[src/shared/cdcl_regs.vh]
`ifndef CDCL_REGS_VH
`define CDCL_REGS_VH

// ==========================================================
// Register byte offsets.
`define CDCL_OFF_CTRL 8'h00
`define CDCL_OFF_STATUS 8'h04
`define CDCL_OFF_LOADCNT 8'h08
`define CDCL_OFF_STAGE1 8'h10
`define CDCL_OFF_STAGE2 8'h30
// Word index of each single register and of the first register of each channel bank.
`define CDCL_IDX_CTRL 6'h00
`define CDCL_IDX_STATUS 6'h01
`define CDCL_IDX_LOADCNT 6'h02
`define CDCL_IDX_STAGE1 6'h04
`define CDCL_IDX_STAGE2 6'h0c

// ==========================================================
// Control register fields and reset value.
`define CDCL_CTRL_SOFT_POWER_DOWN_INPUT 0
`define CDCL_CTRL_LOAD_HOLD 1
`define CDCL_CTRL_RST 2'h0

// ==========================================================
// Status register fields.
`define CDCL_ST_SEQ_ACTIVE 0
`define CDCL_ST_XFR_PEND 1
`define CDCL_ST_STANDBY 2
`define CDCL_ST_SEQ_DIR 3
`define CDCL_ST_SEQ_CNT_LO 4
`define CDCL_ST_LAST_CH_LO 8

// ==========================================================
// Channel address codes and sequencer ends.
`define CDCL_SEQ_ADDR 3'h7
`define CDCL_FIRST_CH 3'h0
`define CDCL_LAST_CH 3'h5
`define CDCL_CNT_STEP 3'h1

// ==========================================================
// Miscellaneous widths and reset values.
`define CDCL_LOADCNT_W 16
`define CDCL_ZERO32 32'h0000_0000

`endif

[src/core/cdcl_latch_bank.v]
`timescale 1ns/10ps

// ==========================================================
// First-stage channel latches: one write port, a parallel view
// of all words for the transfer, and a registered read port.
module cdcl_latch_bank #(
  parameter WIDTH = 10,
  parameter DEPTH = 6
) (
  input wire clk_in,
  input wire rst_b_in,
  input wire clear_in,
  input wire wr_en_in,
  input wire [2:0] wr_addr_in,
  input wire [WIDTH-1:0] wr_data_in,
  input wire [2:0] rd_addr_in,
  output reg [WIDTH-1:0] rd_data_out,
  output reg [WIDTH*DEPTH-1:0] all_out
);

  integer i;

  // Clear wins over a write so standby always empties the bank.
  always @(posedge clk_in or negedge rst_b_in)
  begin
    if (!rst_b_in)
    begin
      all_out <= {(WIDTH*DEPTH){1'b0}};
    end
    else if (clear_in)
    begin
      all_out <= {(WIDTH*DEPTH){1'b0}};
    end
    else
    begin
      for (i = 0; i < DEPTH; i = i + 1)
      begin
        if (wr_en_in && (wr_addr_in == i[2:0]))
        begin
          all_out[i*WIDTH +: WIDTH] <= wr_data_in;
        end
      end
    end
  end

  // Registered read port; out-of-range addresses read as zero.
  always @(posedge clk_in or negedge rst_b_in)
  begin
    if (!rst_b_in)
    begin
      rd_data_out <= {WIDTH{1'b0}};
    end
    else
    begin
      rd_data_out <= {WIDTH{1'b0}};
      for (i = 0; i < DEPTH; i = i + 1)
      begin
        if (rd_addr_in == i[2:0])
        begin
          rd_data_out <= all_out[i*WIDTH +: WIDTH];
        end
      end
    end
  end

endmodule // cdcl_latch_bank

[src/core/cdcl_channel_loader.v]
`timescale 1ns/10ps
`include "cdcl_regs.vh"

module cdcl_channel_loader #(
  parameter WORD_W = 10,
  parameter NUM_CH = 6
) (
  input wire core_clk_in,
  input wire rst_b_in,
  // Classic Wishbone slave.
  input wire wb_cyc_in,
  input wire wb_stb_in,
  input wire wb_we_in,
  input wire [7:0] wb_adr_in,
  input wire [3:0] wb_sel_in,
  input wire [31:0] wb_dat_in,
  output reg [31:0] wb_dat_out,
  output reg wb_ack_out,
  // Timing controller side, sampled on core_clk_in.
  input wire pixel_clk_in,
  input wire [WORD_W-1:0] pixel_word_inputs_in,
  input wire [2:0] chan_addr_in,
  input wire start_or_select_strobe_in,
  input wire load_direction_in,
  input wire edge_phase_select_in,
  input wire polarity_select_in,
  input wire output_transfer_strobe_in,
  input wire power_down_input_in,
  // Second-stage outputs.
  output reg [WORD_W*NUM_CH-1:0] channel_code_out,
  output reg [WORD_W*NUM_CH-1:0] level_offset_out,
  output reg above_mid_out
);

  // ==========================================================
  // Helper functions.

  // True for a code that names a real channel latch.
  function chan_valid;
    input [2:0] addr;
    begin
      chan_valid = (addr <= `CDCL_LAST_CH);
    end
  endfunction

  // Next sequencer count in the chosen direction.
  function [2:0] seq_step;
    input [2:0] cnt;
    input down;
    begin
      if (down)
        seq_step = cnt - `CDCL_CNT_STEP;
      else
        seq_step = cnt + `CDCL_CNT_STEP;
    end
  endfunction

  // ==========================================================
  // Declarations.
  reg pclk_q;
  reg strobe_q;
  reg [2:0] addr_q;
  reg cs_q;
  reg seq_active_q;
  reg seq_down_q;
  reg [2:0] seq_cnt_q;
  reg xfr_pend_q;
  reg [2:0] last_ch_q;
  reg [`CDCL_LOADCNT_W-1:0] load_cnt_q;
  reg [1:0] ctrl_q;
  reg req_q;
  wire rise_w;
  wire fall_w;
  wire load_edge_w;
  wire [2:0] sel_addr_w;
  wire sel_cs_w;
  wire power_down_input_w;
  wire start_w;
  wire addr_load_w;
  wire seq_load_w;
  wire wr_en_w;
  wire [2:0] wr_addr_w;
  wire [2:0] rd_addr_w;
  wire [WORD_W-1:0] rd_data_w;
  wire [WORD_W*NUM_CH-1:0] stage1_w;
  wire [5:0] idx_w;
  wire [5:0] rd_off_w;
  wire bus_go_w;
  wire bus_fin_w;
  wire [31:0] status_w;
  reg [31:0] rd_mux_w;
  integer k;

  // ==========================================================
  // Pixel clock edge detection.

  // The pixel clock is a sampled input; its edges become pulses.
  always @(posedge core_clk_in or negedge rst_b_in)
  begin
    if (!rst_b_in)
      pclk_q <= 1'b0;
    else
      pclk_q <= pixel_clk_in;
  end

  assign rise_w = pixel_clk_in & ~pclk_q;
  assign fall_w = ~pixel_clk_in & pclk_q;

  assign load_edge_w = edge_phase_select_in ? rise_w : fall_w;

  assign power_down_input_w = power_down_input_in | ctrl_q[`CDCL_CTRL_SOFT_POWER_DOWN_INPUT];

  // ==========================================================
  // Address and select sampling at each rising pixel edge.

  // Address, select and strobe history held from the last rise.
  always @(posedge core_clk_in or negedge rst_b_in)
  begin
    if (!rst_b_in)
    begin
      addr_q <= `CDCL_FIRST_CH;
      cs_q <= 1'b0;
      strobe_q <= 1'b0;
    end
    else if (rise_w)
    begin
      addr_q <= chan_addr_in;
      cs_q <= start_or_select_strobe_in;
      strobe_q <= start_or_select_strobe_in;
    end
  end

  assign sel_addr_w = edge_phase_select_in ? chan_addr_in : addr_q;
  assign sel_cs_w = edge_phase_select_in ? start_or_select_strobe_in : cs_q;

  // ==========================================================
  // Load decisions.

  assign start_w = rise_w & (chan_addr_in == `CDCL_SEQ_ADDR) &
                   start_or_select_strobe_in & ~strobe_q & ~power_down_input_w;

  assign addr_load_w = load_edge_w & sel_cs_w & chan_valid(sel_addr_w) &
                       ~power_down_input_w & ~ctrl_q[`CDCL_CTRL_LOAD_HOLD];

  assign seq_load_w = load_edge_w & (sel_addr_w == `CDCL_SEQ_ADDR) &
                      seq_active_q & ~start_w & ~power_down_input_w &
                      ~ctrl_q[`CDCL_CTRL_LOAD_HOLD];

  assign wr_en_w = addr_load_w | seq_load_w;
  assign wr_addr_w = seq_load_w ? seq_cnt_q : sel_addr_w;

  // ==========================================================
  // Internal sequencer.

  // Arms on a start pulse, steps on each sequenced load except the one at the end channel, which disarms it.
  always @(posedge core_clk_in or negedge rst_b_in)
  begin
    if (!rst_b_in)
    begin
      seq_active_q <= 1'b0;
      seq_down_q <= 1'b0;
      seq_cnt_q <= `CDCL_FIRST_CH;
    end
    else if (power_down_input_w)
    begin
      seq_active_q <= 1'b0;
      seq_cnt_q <= `CDCL_FIRST_CH;
    end
    else if (start_w)
    begin
      seq_active_q <= 1'b1;
      seq_down_q <= load_direction_in;
      seq_cnt_q <= load_direction_in ? `CDCL_LAST_CH : `CDCL_FIRST_CH;
    end
    else if (seq_load_w)
    begin
      if (seq_cnt_q == (seq_down_q ? `CDCL_FIRST_CH : `CDCL_LAST_CH))
        seq_active_q <= 1'b0;
      else
        seq_cnt_q <= seq_step(seq_cnt_q, seq_down_q);
    end
  end

  // ==========================================================
  // First-stage latches.
  cdcl_latch_bank #(
    .WIDTH(WORD_W),
    .DEPTH(NUM_CH)
  ) u_bank (
    .clk_in(core_clk_in),
    .rst_b_in(rst_b_in),
    .clear_in(power_down_input_w),
    .wr_en_in(wr_en_w),
    .wr_addr_in(wr_addr_w),
    .wr_data_in(pixel_word_inputs_in),
    .rd_addr_in(rd_addr_w),
    .rd_data_out(rd_data_w),
    .all_out(stage1_w)
  );

  // ==========================================================
  // Transfer to the second stage.

  always @(posedge core_clk_in or negedge rst_b_in)
  begin
    if (!rst_b_in)
    begin
      xfr_pend_q <= 1'b0;
      channel_code_out <= {(WORD_W*NUM_CH){1'b0}};
      level_offset_out <= {(WORD_W*NUM_CH){1'b0}};
    end
    else if (power_down_input_w)
    begin
      xfr_pend_q <= 1'b0;
      channel_code_out <= {(WORD_W*NUM_CH){1'b0}};
      level_offset_out <= {(WORD_W*NUM_CH){1'b0}};
    end
    else if (rise_w)
    begin
      xfr_pend_q <= output_transfer_strobe_in;
    end
    else if (fall_w && xfr_pend_q)
    begin
      xfr_pend_q <= 1'b0;
      channel_code_out <= stage1_w;
      level_offset_out <= ~stage1_w;
    end
  end

  always @(posedge core_clk_in or negedge rst_b_in)
  begin
    if (!rst_b_in)
      above_mid_out <= 1'b0;
    else
      above_mid_out <= polarity_select_in;
  end

  // Load bookkeeping visible to software.
  always @(posedge core_clk_in or negedge rst_b_in)
  begin
    if (!rst_b_in)
    begin
      last_ch_q <= `CDCL_FIRST_CH;
      load_cnt_q <= {`CDCL_LOADCNT_W{1'b0}};
    end
    else if (wr_en_w)
    begin
      last_ch_q <= wr_addr_w;
      load_cnt_q <= load_cnt_q + {{(`CDCL_LOADCNT_W-1){1'b0}}, 1'b1};
    end
  end

  // ==========================================================
  // Wishbone slave.

  // A request is seen, then answered one edge later.
  assign bus_go_w = wb_cyc_in & wb_stb_in & ~req_q & ~wb_ack_out;
  assign bus_fin_w = req_q;
  assign idx_w = wb_adr_in[7:2];
  assign rd_off_w = (idx_w >= `CDCL_IDX_STAGE2) ?
                    idx_w - `CDCL_IDX_STAGE2 : idx_w - `CDCL_IDX_STAGE1;
  assign rd_addr_w = rd_off_w[2:0];

  assign status_w = {16'h0000, 4'h0, 1'b0, last_ch_q, 1'b0, seq_cnt_q,
                     seq_down_q, power_down_input_w, xfr_pend_q, seq_active_q};

  // Read data selection; unmapped words read as zero.
  always @*
  begin
    rd_mux_w = `CDCL_ZERO32;
    if (idx_w == `CDCL_IDX_CTRL)
      rd_mux_w = {30'h0000_0000, ctrl_q};
    else if (idx_w == `CDCL_IDX_STATUS)
      rd_mux_w = status_w;
    else if (idx_w == `CDCL_IDX_LOADCNT)
      rd_mux_w = {16'h0000, load_cnt_q};
    else if ((idx_w >= `CDCL_IDX_STAGE1) && (rd_addr_w < NUM_CH) &&
             (idx_w < `CDCL_IDX_STAGE2))
      rd_mux_w = {22'h00_0000, rd_data_w};
    else
      for (k = 0; k < NUM_CH; k = k + 1)
        if (idx_w == `CDCL_IDX_STAGE2 + k[5:0])
          rd_mux_w = {22'h00_0000, channel_code_out[k*WORD_W +: WORD_W]};
  end

  // Handshake, write and read data register.
  always @(posedge core_clk_in or negedge rst_b_in)
  begin
    if (!rst_b_in)
    begin
      req_q <= 1'b0;
      wb_ack_out <= 1'b0;
      wb_dat_out <= `CDCL_ZERO32;
      ctrl_q <= `CDCL_CTRL_RST;
    end
    else
    begin
      req_q <= bus_go_w;
      wb_ack_out <= bus_fin_w;
      if (bus_fin_w && !wb_we_in)
        wb_dat_out <= rd_mux_w;
      // A write lands only at the edge where the master sees ack high.
      if (wb_ack_out && wb_cyc_in && wb_stb_in && wb_we_in && wb_sel_in[0] &&
          (wb_adr_in == `CDCL_OFF_CTRL))
        ctrl_q <= wb_dat_in[1:0];
    end
  end

endmodule // cdcl_channel_loader

[config.mk]
export PLATFORM = sky130hd
export DESIGN_NAME = cdcl_channel_loader
export DESIGN_NICKNAME = d
export VERILOG_FILES = /design/src/core/cdcl_latch_bank.v /design/src/core/cdcl_channel_loader.v
export VERILOG_INCLUDE_DIRS = /design/src /design/src/shared
export SDC_FILE = /design/constraint.sdc
export NUM_CORES = 1
export LEC_CHECK = 0
export BUFFER_PORTS_ARGS = -buffer_cell sky130_fd_sc_hd__buf_2
export CORE_MARGIN = 2
export CORE_UTILIZATION = 40
export DETAILED_ROUTE_END_ITERATION = 6
export GPL_TIMING_DRIVEN = 0
export SETUP_SLACK_MARGIN = 0.05
export SLEW_MARGIN = 30
export SYNTH_ARGS = -nofsm -noshare
export SYNTH_HDL_FRONTEND = slang
export SYNTH_SLANG_ARGS = --single-unit
[constraint.sdc]
create_clock -name core_clk_in -period 4.3 [get_ports core_clk_in]
set_clock_uncertainty 0.15 [all_clocks]
set_input_delay 0.215 -clock core_clk_in [delete_from_list [all_inputs] [get_ports core_clk_in]]
set_output_delay 0.215 -clock core_clk_in [all_outputs]
set_load 0.01 [all_outputs]
==> metrics.md, run 1 <==
| Metric | Value |
|---|---|
| Run status | finished, final reports clean |
| Number of synthesized register bits | 241 |
| Max IR drop VDD | 0.232 mV |
| Die width | 170 um |
| Hold slack final | 0.0124 ns |
| Port bufs | 171 |
| DRT iter0 DRCs | 876 |
| CTS root buffer | clkbuf_16 |
| CTS Sinks | 241 |
| WP data arrival | 3.89 ns |
| R2R setup slack | 0.68 ns |
| Via density | 5.36 |
| Share of Yosys cell area claimed by the top area cell type | 54.4% |
| Cell variety after synth | 61 |
| WP data required | 4.57 ns |
| Startpoint type of the worst setup path | register |
| Post-synth EDFFs | 0 |
| Slew HR | 39.0% |
| Final Wtd Congestion | 0.900 |
| Slowest-stage cell, CP | nor4_1 |
| Vias in the first global route | 9,374 |
| Total negative slack | 0 ns |
| Drt wl/cell | 20.2 um |
| Worst-Margin Slew | 0.907 ns |
| DRT Pass-1 Iters | 5 |
| Mapped Cells | 1,175 |
| Gr busiest metal | met2 |
| Syn_area_per_cell | 9.44 um^2 |
| Met2 GRT Util | 41.7% |
| # fillers | 2,575 |
| CTS clk-pin slew, worst paths | 0.06 ns |
| Critical Path End Type | register |
| Clk_lat worst skew | 0.56 ns |
| Crit path max fanout | 10 |
| CP peak stage delay | 0.78 ns |
| Post-DP HPWL | 26,400 um |
| Met1 usage | 34.2% |
| GRT Util Overall | 25.2% |
| CTS H-tree depth | 1 |
| Largest net degree at the start of global routing | 79 |
| Async S/R FF share, synth | 100% |
| Main synth FF type | dfrtp_1 |
| Area contributors post-synth | dfrtp_1, nand2_1, nor2_1 |
| Via Count | 9,704 |
| Die H | 170 um |
| Top Ports | 223 |
| DIE AREA | 0.0291 mm^2 |
| Routed WL | 36,500 um |
| Nets | 1,489 |
| CTS tree | built |
| Syn Std Cell Area | 0.0111 mm^2 |
| Kind of critical path | reg -> reg |
| Antenna violations before repair | 2 |
| Setup bufs post-CTS | 0 |
| Max Buffers Root-to-Sink | 3 |
| M3 GR Usage | 4.12% |
| Slew Limit Fails | 0 |
| # diodes | 0 |
| Row count | 60 |
| Final ANT Viol Nets | 0 |
| Post-synthesis sequential area ratio | 54.4% |
| Remaining DRCs | 0 |
| Gr ovfl total | 0 |
| Max Cap Viol | 0 |
| Synth-to-Final Area Change | 24.1% |
| Yosys top cell by area | dfrtp_1 |
| Setup violators final | 0 |
| PwrDens | 380 mW/mm^2 |
| FMAX | 276 MHz |
| Static Leak | 6.64 nW |
| Worst-path cell chain | or2_2, clkbuf_1, a211o_2, a211o_1, nor4_1, buf_4, mux2i_1, nor2_1 |
| Fin crit period | 3.62 ns |
| Hold Crit Class | in -> async |
| Synth Warn # | 0 |
| Initial Utilization | 40.9% |
| Share of layout cells above drive strength 1 | 19.4% |
| First-pass GRT wire length | 55,600 um |
| Number of CTS-inserted buffers | 27 |
| Final hold vios | 0 |
| Final Cycle Share | 84.2% |
| RSZ-0062 raised after global routing | no |
| Core box area | 0.0271 mm^2 |
[kinds of logic after synthesis]
group / synth area share (%)
xor+xnor: 1.42
simple gates: 18.2
compound gates: 14.0
flops: 54.4
buf+inv: 4.68
mux: 6.96
fa+ha+maj: 0.293
other cells: 0.0338
[synth_stat cells (2+ instances only)]
| cell | n |
|---|---|
| a211oi_1 | 9 |
| a21o_1 | 2 |
| a21oi_1 | 133 |
| a221oi_1 | 3 |
| a222oi_1 | 9 |
| a22o_1 | 5 |
| a22oi_1 | 8 |
| a31oi_1 | 8 |
| and2_1 | 2 |
| and3_1 | 6 |
| buf_1 | 5 |
| buf_2 | 4 |
| buf_4 | 17 |
| buf_6 | 3 |
| clkbuf_1 | 69 |
| dfrtp_1 | 241 |
| inv_1 | 16 |
| mux2_2 | 17 |
| mux2i_1 | 49 |
| mux4_2 | 4 |
| nand2_1 | 195 |
| nand2b_1 | 5 |
| nand3_1 | 39 |
| nand3b_1 | 4 |
| nand4b_1 | 2 |
| nor2_1 | 187 |
| nor2b_1 | 6 |
| nor3_1 | 7 |
| nor3_2 | 3 |
| nor3b_1 | 4 |
| nor4_1 | 2 |
| o211ai_1 | 2 |
| o21ai_0 | 39 |
| o21ai_1 | 4 |
| o2bb2ai_1 | 7 |
| o31ai_1 | 15 |
| o41ai_4 | 2 |
| or2_2 | 2 |
| or3_1 | 2 |
| xnor2_1 | 14 |
| xor2_1 | 4 |
[final timing paths]
check / start / to / depth (start not counted)
worst max-delay path: ctrl_q[0] / u_bank.all_out[32] / 8
worst min-delay path: rst_b_in / above_mid_out / 2
worst max register to register: ctrl_q[0] / u_bank.all_out[32] / 8
worst min register to register: bus_fin_w / wb_ack_out / 0
max in group asynchronous: rst_b_in / level_offset_out[36] / 4
min in group core_clk_in: wb_we_in / wb_dat_out[12] / 5
[power breakdown]
group / switching, mW / internal [mW] / leakage [nW]
combinational: 0.261 / 0.151 / 2.85
clock: 0.985 / 1.45 / 0.460
sequential: 0.0593 / 2.33 / 3.33
[sequential cells by signal (all words and copies together) (netlist names), 10 cells and up]
name	flops
u_bank.all_out	60
level_offset_out	60
load_cnt_q	16
wb_dat_out	16
u_bank.rd_data_out	10
channel_code_out	60
[placed cells by master (no fill, tap or decap), types with 6 or more instances in the layout]
master,netlist,layout
nor3_1,7,7
nand2_1,195,195
o31ai_1,15,15
o2bb2ai_1,7,7
mux2i_1,49,49
a211oi_1,9,9
conb_1,1,16
clkbuf_16,0,27
dlygate4sd3_1,0,25
buf_4,17,17
o21ai_0,39,39
and3_1,6,6
clkbuf_8,0,6
dfrtp_1,241,241
xnor2_1,14,14
a222oi_1,9,9
nor2b_1,6,6
a21oi_1,133,133
nand3_1,39,39
nor2_1,187,187
buf_2,4,174
clkbuf_1,69,72
mux2_2,17,17
a22oi_1,8,8
inv_1,16,16
a31oi_1,8,8
[routing by layer]
| layer | up-vias | share of wire (%) |
|---|---|---|
| met5 | - | 0.036 |
| met4 | 2 | 3.1 |
| met3 | 71 | 7.1 |
| met2 | 387 | 47 |
| met1 | 4756 | 43 |
| li1 | 4488 | - |
[metrics by stage]
| stage | worst slack, ns | instance area, um^2 | total power, mW | util [%] | instances |
|---|---|---|---|---|---|
| floorplan | 1.73 | 11100 | 2.64 | - | 1190 |
| global placement | -1.54 | 12500 | 2.81 | 46.0 | 1733 |
| detailed placement | 0.853 | 12600 | 2.82 | 46.3 | 1736 |
| CTS | 0.845 | 13700 | 5.26 | 50.7 | 1810 |
| global route | 0.535 | 13800 | 5.41 | 50.8 | 1810 |
| finish | 0.681 | 13800 | 5.23 | 50.8 | 1810 |
[worst max-delay path, delay by kind of cell, from the launching register on]
family                 cells  cell delay, ns
AOI/OAI and AO/OA          2            0.86
buffers and inverters      2            0.74
DFF                        1            0.40
muxes                      1            0.21
and+or+nand+nor            3            1.13
[area by class of cell]
class,instances,area (um^2),area share (%)
Inverter,16,60.1,0.437
Sequential cell,241,6030,43.8
Clock buffer,36,769,5.59
Tap cell,372,465,3.38
Clock inverter,13,168,1.22
Timing Repair Buffer,199,1200,8.71
Buffer,98,459,3.34
Multi-Input combinational cell,835,4600,33.5
[timing repair]
action                                 in CTS  in global routing
hold buffers                               25                  0
endpoints found under the hold margin     236                  0
resized for setup                           0                  0
No activity file was read; power rests on OpenSTA's default activity.
==> inputs of run 2 (changes only) <==
==> constraint.sdc (replaced) <==
create_clock -name core_clk_in -period 3.35 [get_ports core_clk_in]
set_clock_uncertainty 0.15 [all_clocks]
set_input_delay 0.1675 -clock core_clk_in [delete_from_list [all_inputs] [get_ports core_clk_in]]
set_output_delay 0.1675 -clock core_clk_in [all_outputs]
set_load 0.01 [all_outputs]
==> metrics.md, run 2 (synthesis gave the netlist of run 1 again) <==
| Metric | Value |
|---|---|
| Run status | finished, final reports clean |
| GRT Util Overall | 25.3% (+0.17 points) |
| Max Cap Viol | 0 (unchanged) |
| Share of layout cells above drive strength 1 | 19.6% (+0.17 points) |
| Slew Limit Fails | 0 (unchanged) |
| Gr ovfl total | 0 (unchanged) |
| Tot Pwr | 6.73 mW (+29%) |
| Sequential Power Share | 45.6% (about the same) |
| R2R setup slack | 0.28 ns (-0.40 ns) |
| Number of CTS-inserted buffers | 27 (unchanged) |
| FMAX | 326 MHz (+18%) |
| R2r worst-path depth | 7 (-1) |
| Core box area | 0.0271 mm^2 (unchanged) |
| DIE AREA | 0.0291 mm^2 (unchanged) |
| Via Count | 9,683 (-0.22%) |
| Met1 usage | 34.4% (+0.24 points) |
| Internal power | 5.05 mW (+28%) |
| Worst-path cell chain | or2_2, a211o_2, o41ai_4, nor4b_2, buf_2, nand3_1, o21ai_1 |
| Critical Path End Type | register |
| CTS root buffer | clkbuf_16 |
| CTS tree | built |
| Antenna violations before repair | 2 (unchanged) |
| Met2 GRT Util | 42.2% (+0.46 points) |
| Vias in the first global route | 9,392 (+0.19%) |
| Fin crit period | 3.07 ns (-0.551 ns) |
| Routed WL | 36,600 um (+0.27%) |
| Reg-to-Reg Start | ctrl_q[0] |
| Largest net degree at the start of global routing | 79 (unchanged) |
| Final ANT Viol Nets | 0 (unchanged) |
| Row count | 60 (unchanged) |
| Slew HR | 42.6% (+3.7 points) |
| Critical path depth | 7 (-1) |
| Initial Utilization | 40.9% (unchanged) |
| Port bufs | 171 (unchanged) |
| Commonest non-fill, non-tap cell in the layout | dfrtp_1 |
| Gr busiest metal | met2 |
| Max Buffers Root-to-Sink | 3 (unchanged) |
| Static Leak | 6.66 nW (+0.28%) |
| DRT Pass-1 Iters | 5 (unchanged) |
| First-pass GRT wire length | 55,900 um (+0.56%) |
| Post-DP Area | 0.0126 mm^2 (unchanged) |
| DRT iter0 DRCs | 924 (+5.5%) |
| Clock Power Share | 46.4% (about the same) |
| Setup violators final | 0 (unchanged) |
| Post-DP HPWL | 26,400 um (unchanged) |
| Comb pwr share | 8.0% (about the same) |
| M3 GR Usage | 3.91% (-0.21 points) |
| Remaining DRCs | 0 (unchanged) |
| Die H | 170 um (unchanged) |
| Worst Path Buf+Inv | 1 (-1) |
| Net Sw Power | 1.68 mW (+29%) |
| CTS Sinks | 241 (unchanged) |
| CP endpoint | u_bank.all_out[17] |
| Top Ports | 223 (unchanged) |
| Crit Reg-Reg Endpoint | u_bank.all_out[17] |
| Kind of critical path | reg -> reg |
| Synth-to-Final Area Change | 24.5% |
| WP data required | 3.68 ns (-0.89 ns) |
| Worst-Margin Slew | 0.858 ns (-0.0494 ns) |
| Largest regs | channel_code_out: 60 flops, level_offset_out: 60 flops, u_bank.all_out: 60 flops |
| Drt wl/cell | 20.2 um (about the same) |
| Nets | 1,492 (+0.20%) |
| Via density | 5.33 (-0.49%) |
| CTS H-tree depth | 1 (unchanged) |
| Crit path max fanout | 10 (unchanged) |
| Final Cycle Share | 91.6% (+7.4 points) |
| RSZ-0062 raised after global routing | no |
| Hold slack final | 0.0431 ns (+0.0307 ns) |
| Startpoint type of the worst setup path | register |
| Clk_lat worst skew | 0.56 ns (about the same) |
| Most frequent cells in the layout | dfrtp_1, nand2_1, nor2_1, buf_2, a21oi_1 |
| Crit path max-delay family | simple AND/OR/NAND/NOR gates |
| Final hold vios | 0 (unchanged) |
| Final Wtd Congestion | 0.900 (unchanged) |
| WP data arrival | 3.40 ns (-0.49 ns) |
| CP peak stage delay | 0.53 ns (-0.25 ns) |
| Hold Crit Class | in -> reg |
| PwrDens | 487 mW/mm^2 (+28%) |
| Crit. Startpoint | ctrl_q[0] |
| Max IR drop VDD | 0.298 mV (+28%) |
| Switching Fraction | 25.0% (+0.054 points) |
| Final instance area | 0.0138 mm^2 (+0.37%) |
| Die width | 170 um (unchanged) |
| CTS clk-pin slew, worst paths | 0.06 ns (about the same) |
| Slowest-stage cell, CP | nor4b_2 |
run 2: changes by cell type in the layout (fill, tap and decap cells not counted):
cell	previous run	this run
buf_4	17	19
diode_2	0	2
dlygate4sd3_1	25	27
clkbuf_1	72	71
nor4_1	2	1
nor4_4	0	1
run 2: cell type report:
cell class	count	area, um^2
multi-input combinational	835	4620
sequential	241	6030
fill	2572	13300
antenna	2	5.00
tap	372	465
buffer	97	455
timing repair buffer	203	1230
clock buffer	36	769
inverter	16	60.1
clock inverter	13	168
run 2: per-layer routing:
metal  part of all wire [%]  wire, um  vias up
met4                    2.9      1070        2
met5                  0.035        13        -
li1                       -         -     4499
met1                     42     15200     4725
met2                     48     17400      392
met3                    7.9      2900       65
run 2: how the worst min path moves through the flow:
| stage | to | cells after the start | slack, ns | from |
|---|---|---|---|---|
| floorplan | above_mid_out | 0 | -0.28 | rst_b_in |
| global placement | above_mid_out | 1 | 0.13 | polarity_select_in |
| detailed placement | above_mid_out | 1 | -0.05 | rst_b_in |
| CTS | wb_dat_out[1] | 4 | 0.03 | wb_adr_in[2] |
| global route | wb_dat_out[15] | 5 | 0.07 | wb_we_in |
| finish | wb_dat_out[10] | 5 | 0.04 | wb_we_in |
run 2: worst reg2reg max path: stages (launching register included):
cell and delay, ns:
dfrtp_1 0.40, or2_2 0.48, a211o_2 0.43, o41ai_4 0.52, nor4b_2 0.53, buf_2 0.31
nand3_1 0.10, o21ai_1 0.10
run 2: power by group through the flow:
stage | sequential [mW] | clock, mW | combinational [mW]
2_1_floorplan | 3.11 | 0 | 0.272
3_3_place_gp | 3.12 | 0 | 0.486
3_5_place_dp | 3.12 | 0 | 0.507
4_1_cts | 3.07 | 3.16 | 0.534
5_1_grt | 3.08 | 3.29 | 0.597
6_report | 3.07 | 3.12 | 0.538
run 2: through the flow:
stage | setup TNS (ns) | setup WS (ns) | util [%] | std cells
after floorplan | 0 | 0.777 | - | 1190
after global placement | -584.43 | -2.44 | 46.0 | 1733
after detailed placement | -0.873 | -0.0966 | 46.3 | 1736
after CTS | 0 | 0.125 | 50.8 | 1812
after global routing | 0 | 0.152 | 50.9 | 1813
final | 0 | 0.281 | 50.9 | 1815
run 2: what timing repair did:
action	4_1_cts	5_1_grt
endpoints found under the setup margin	10	41
endpoints found under the hold margin	236	0
pin swaps	0	1
buffers inserted	0	2
hold buffers	27	0
gates resized for setup	1	1
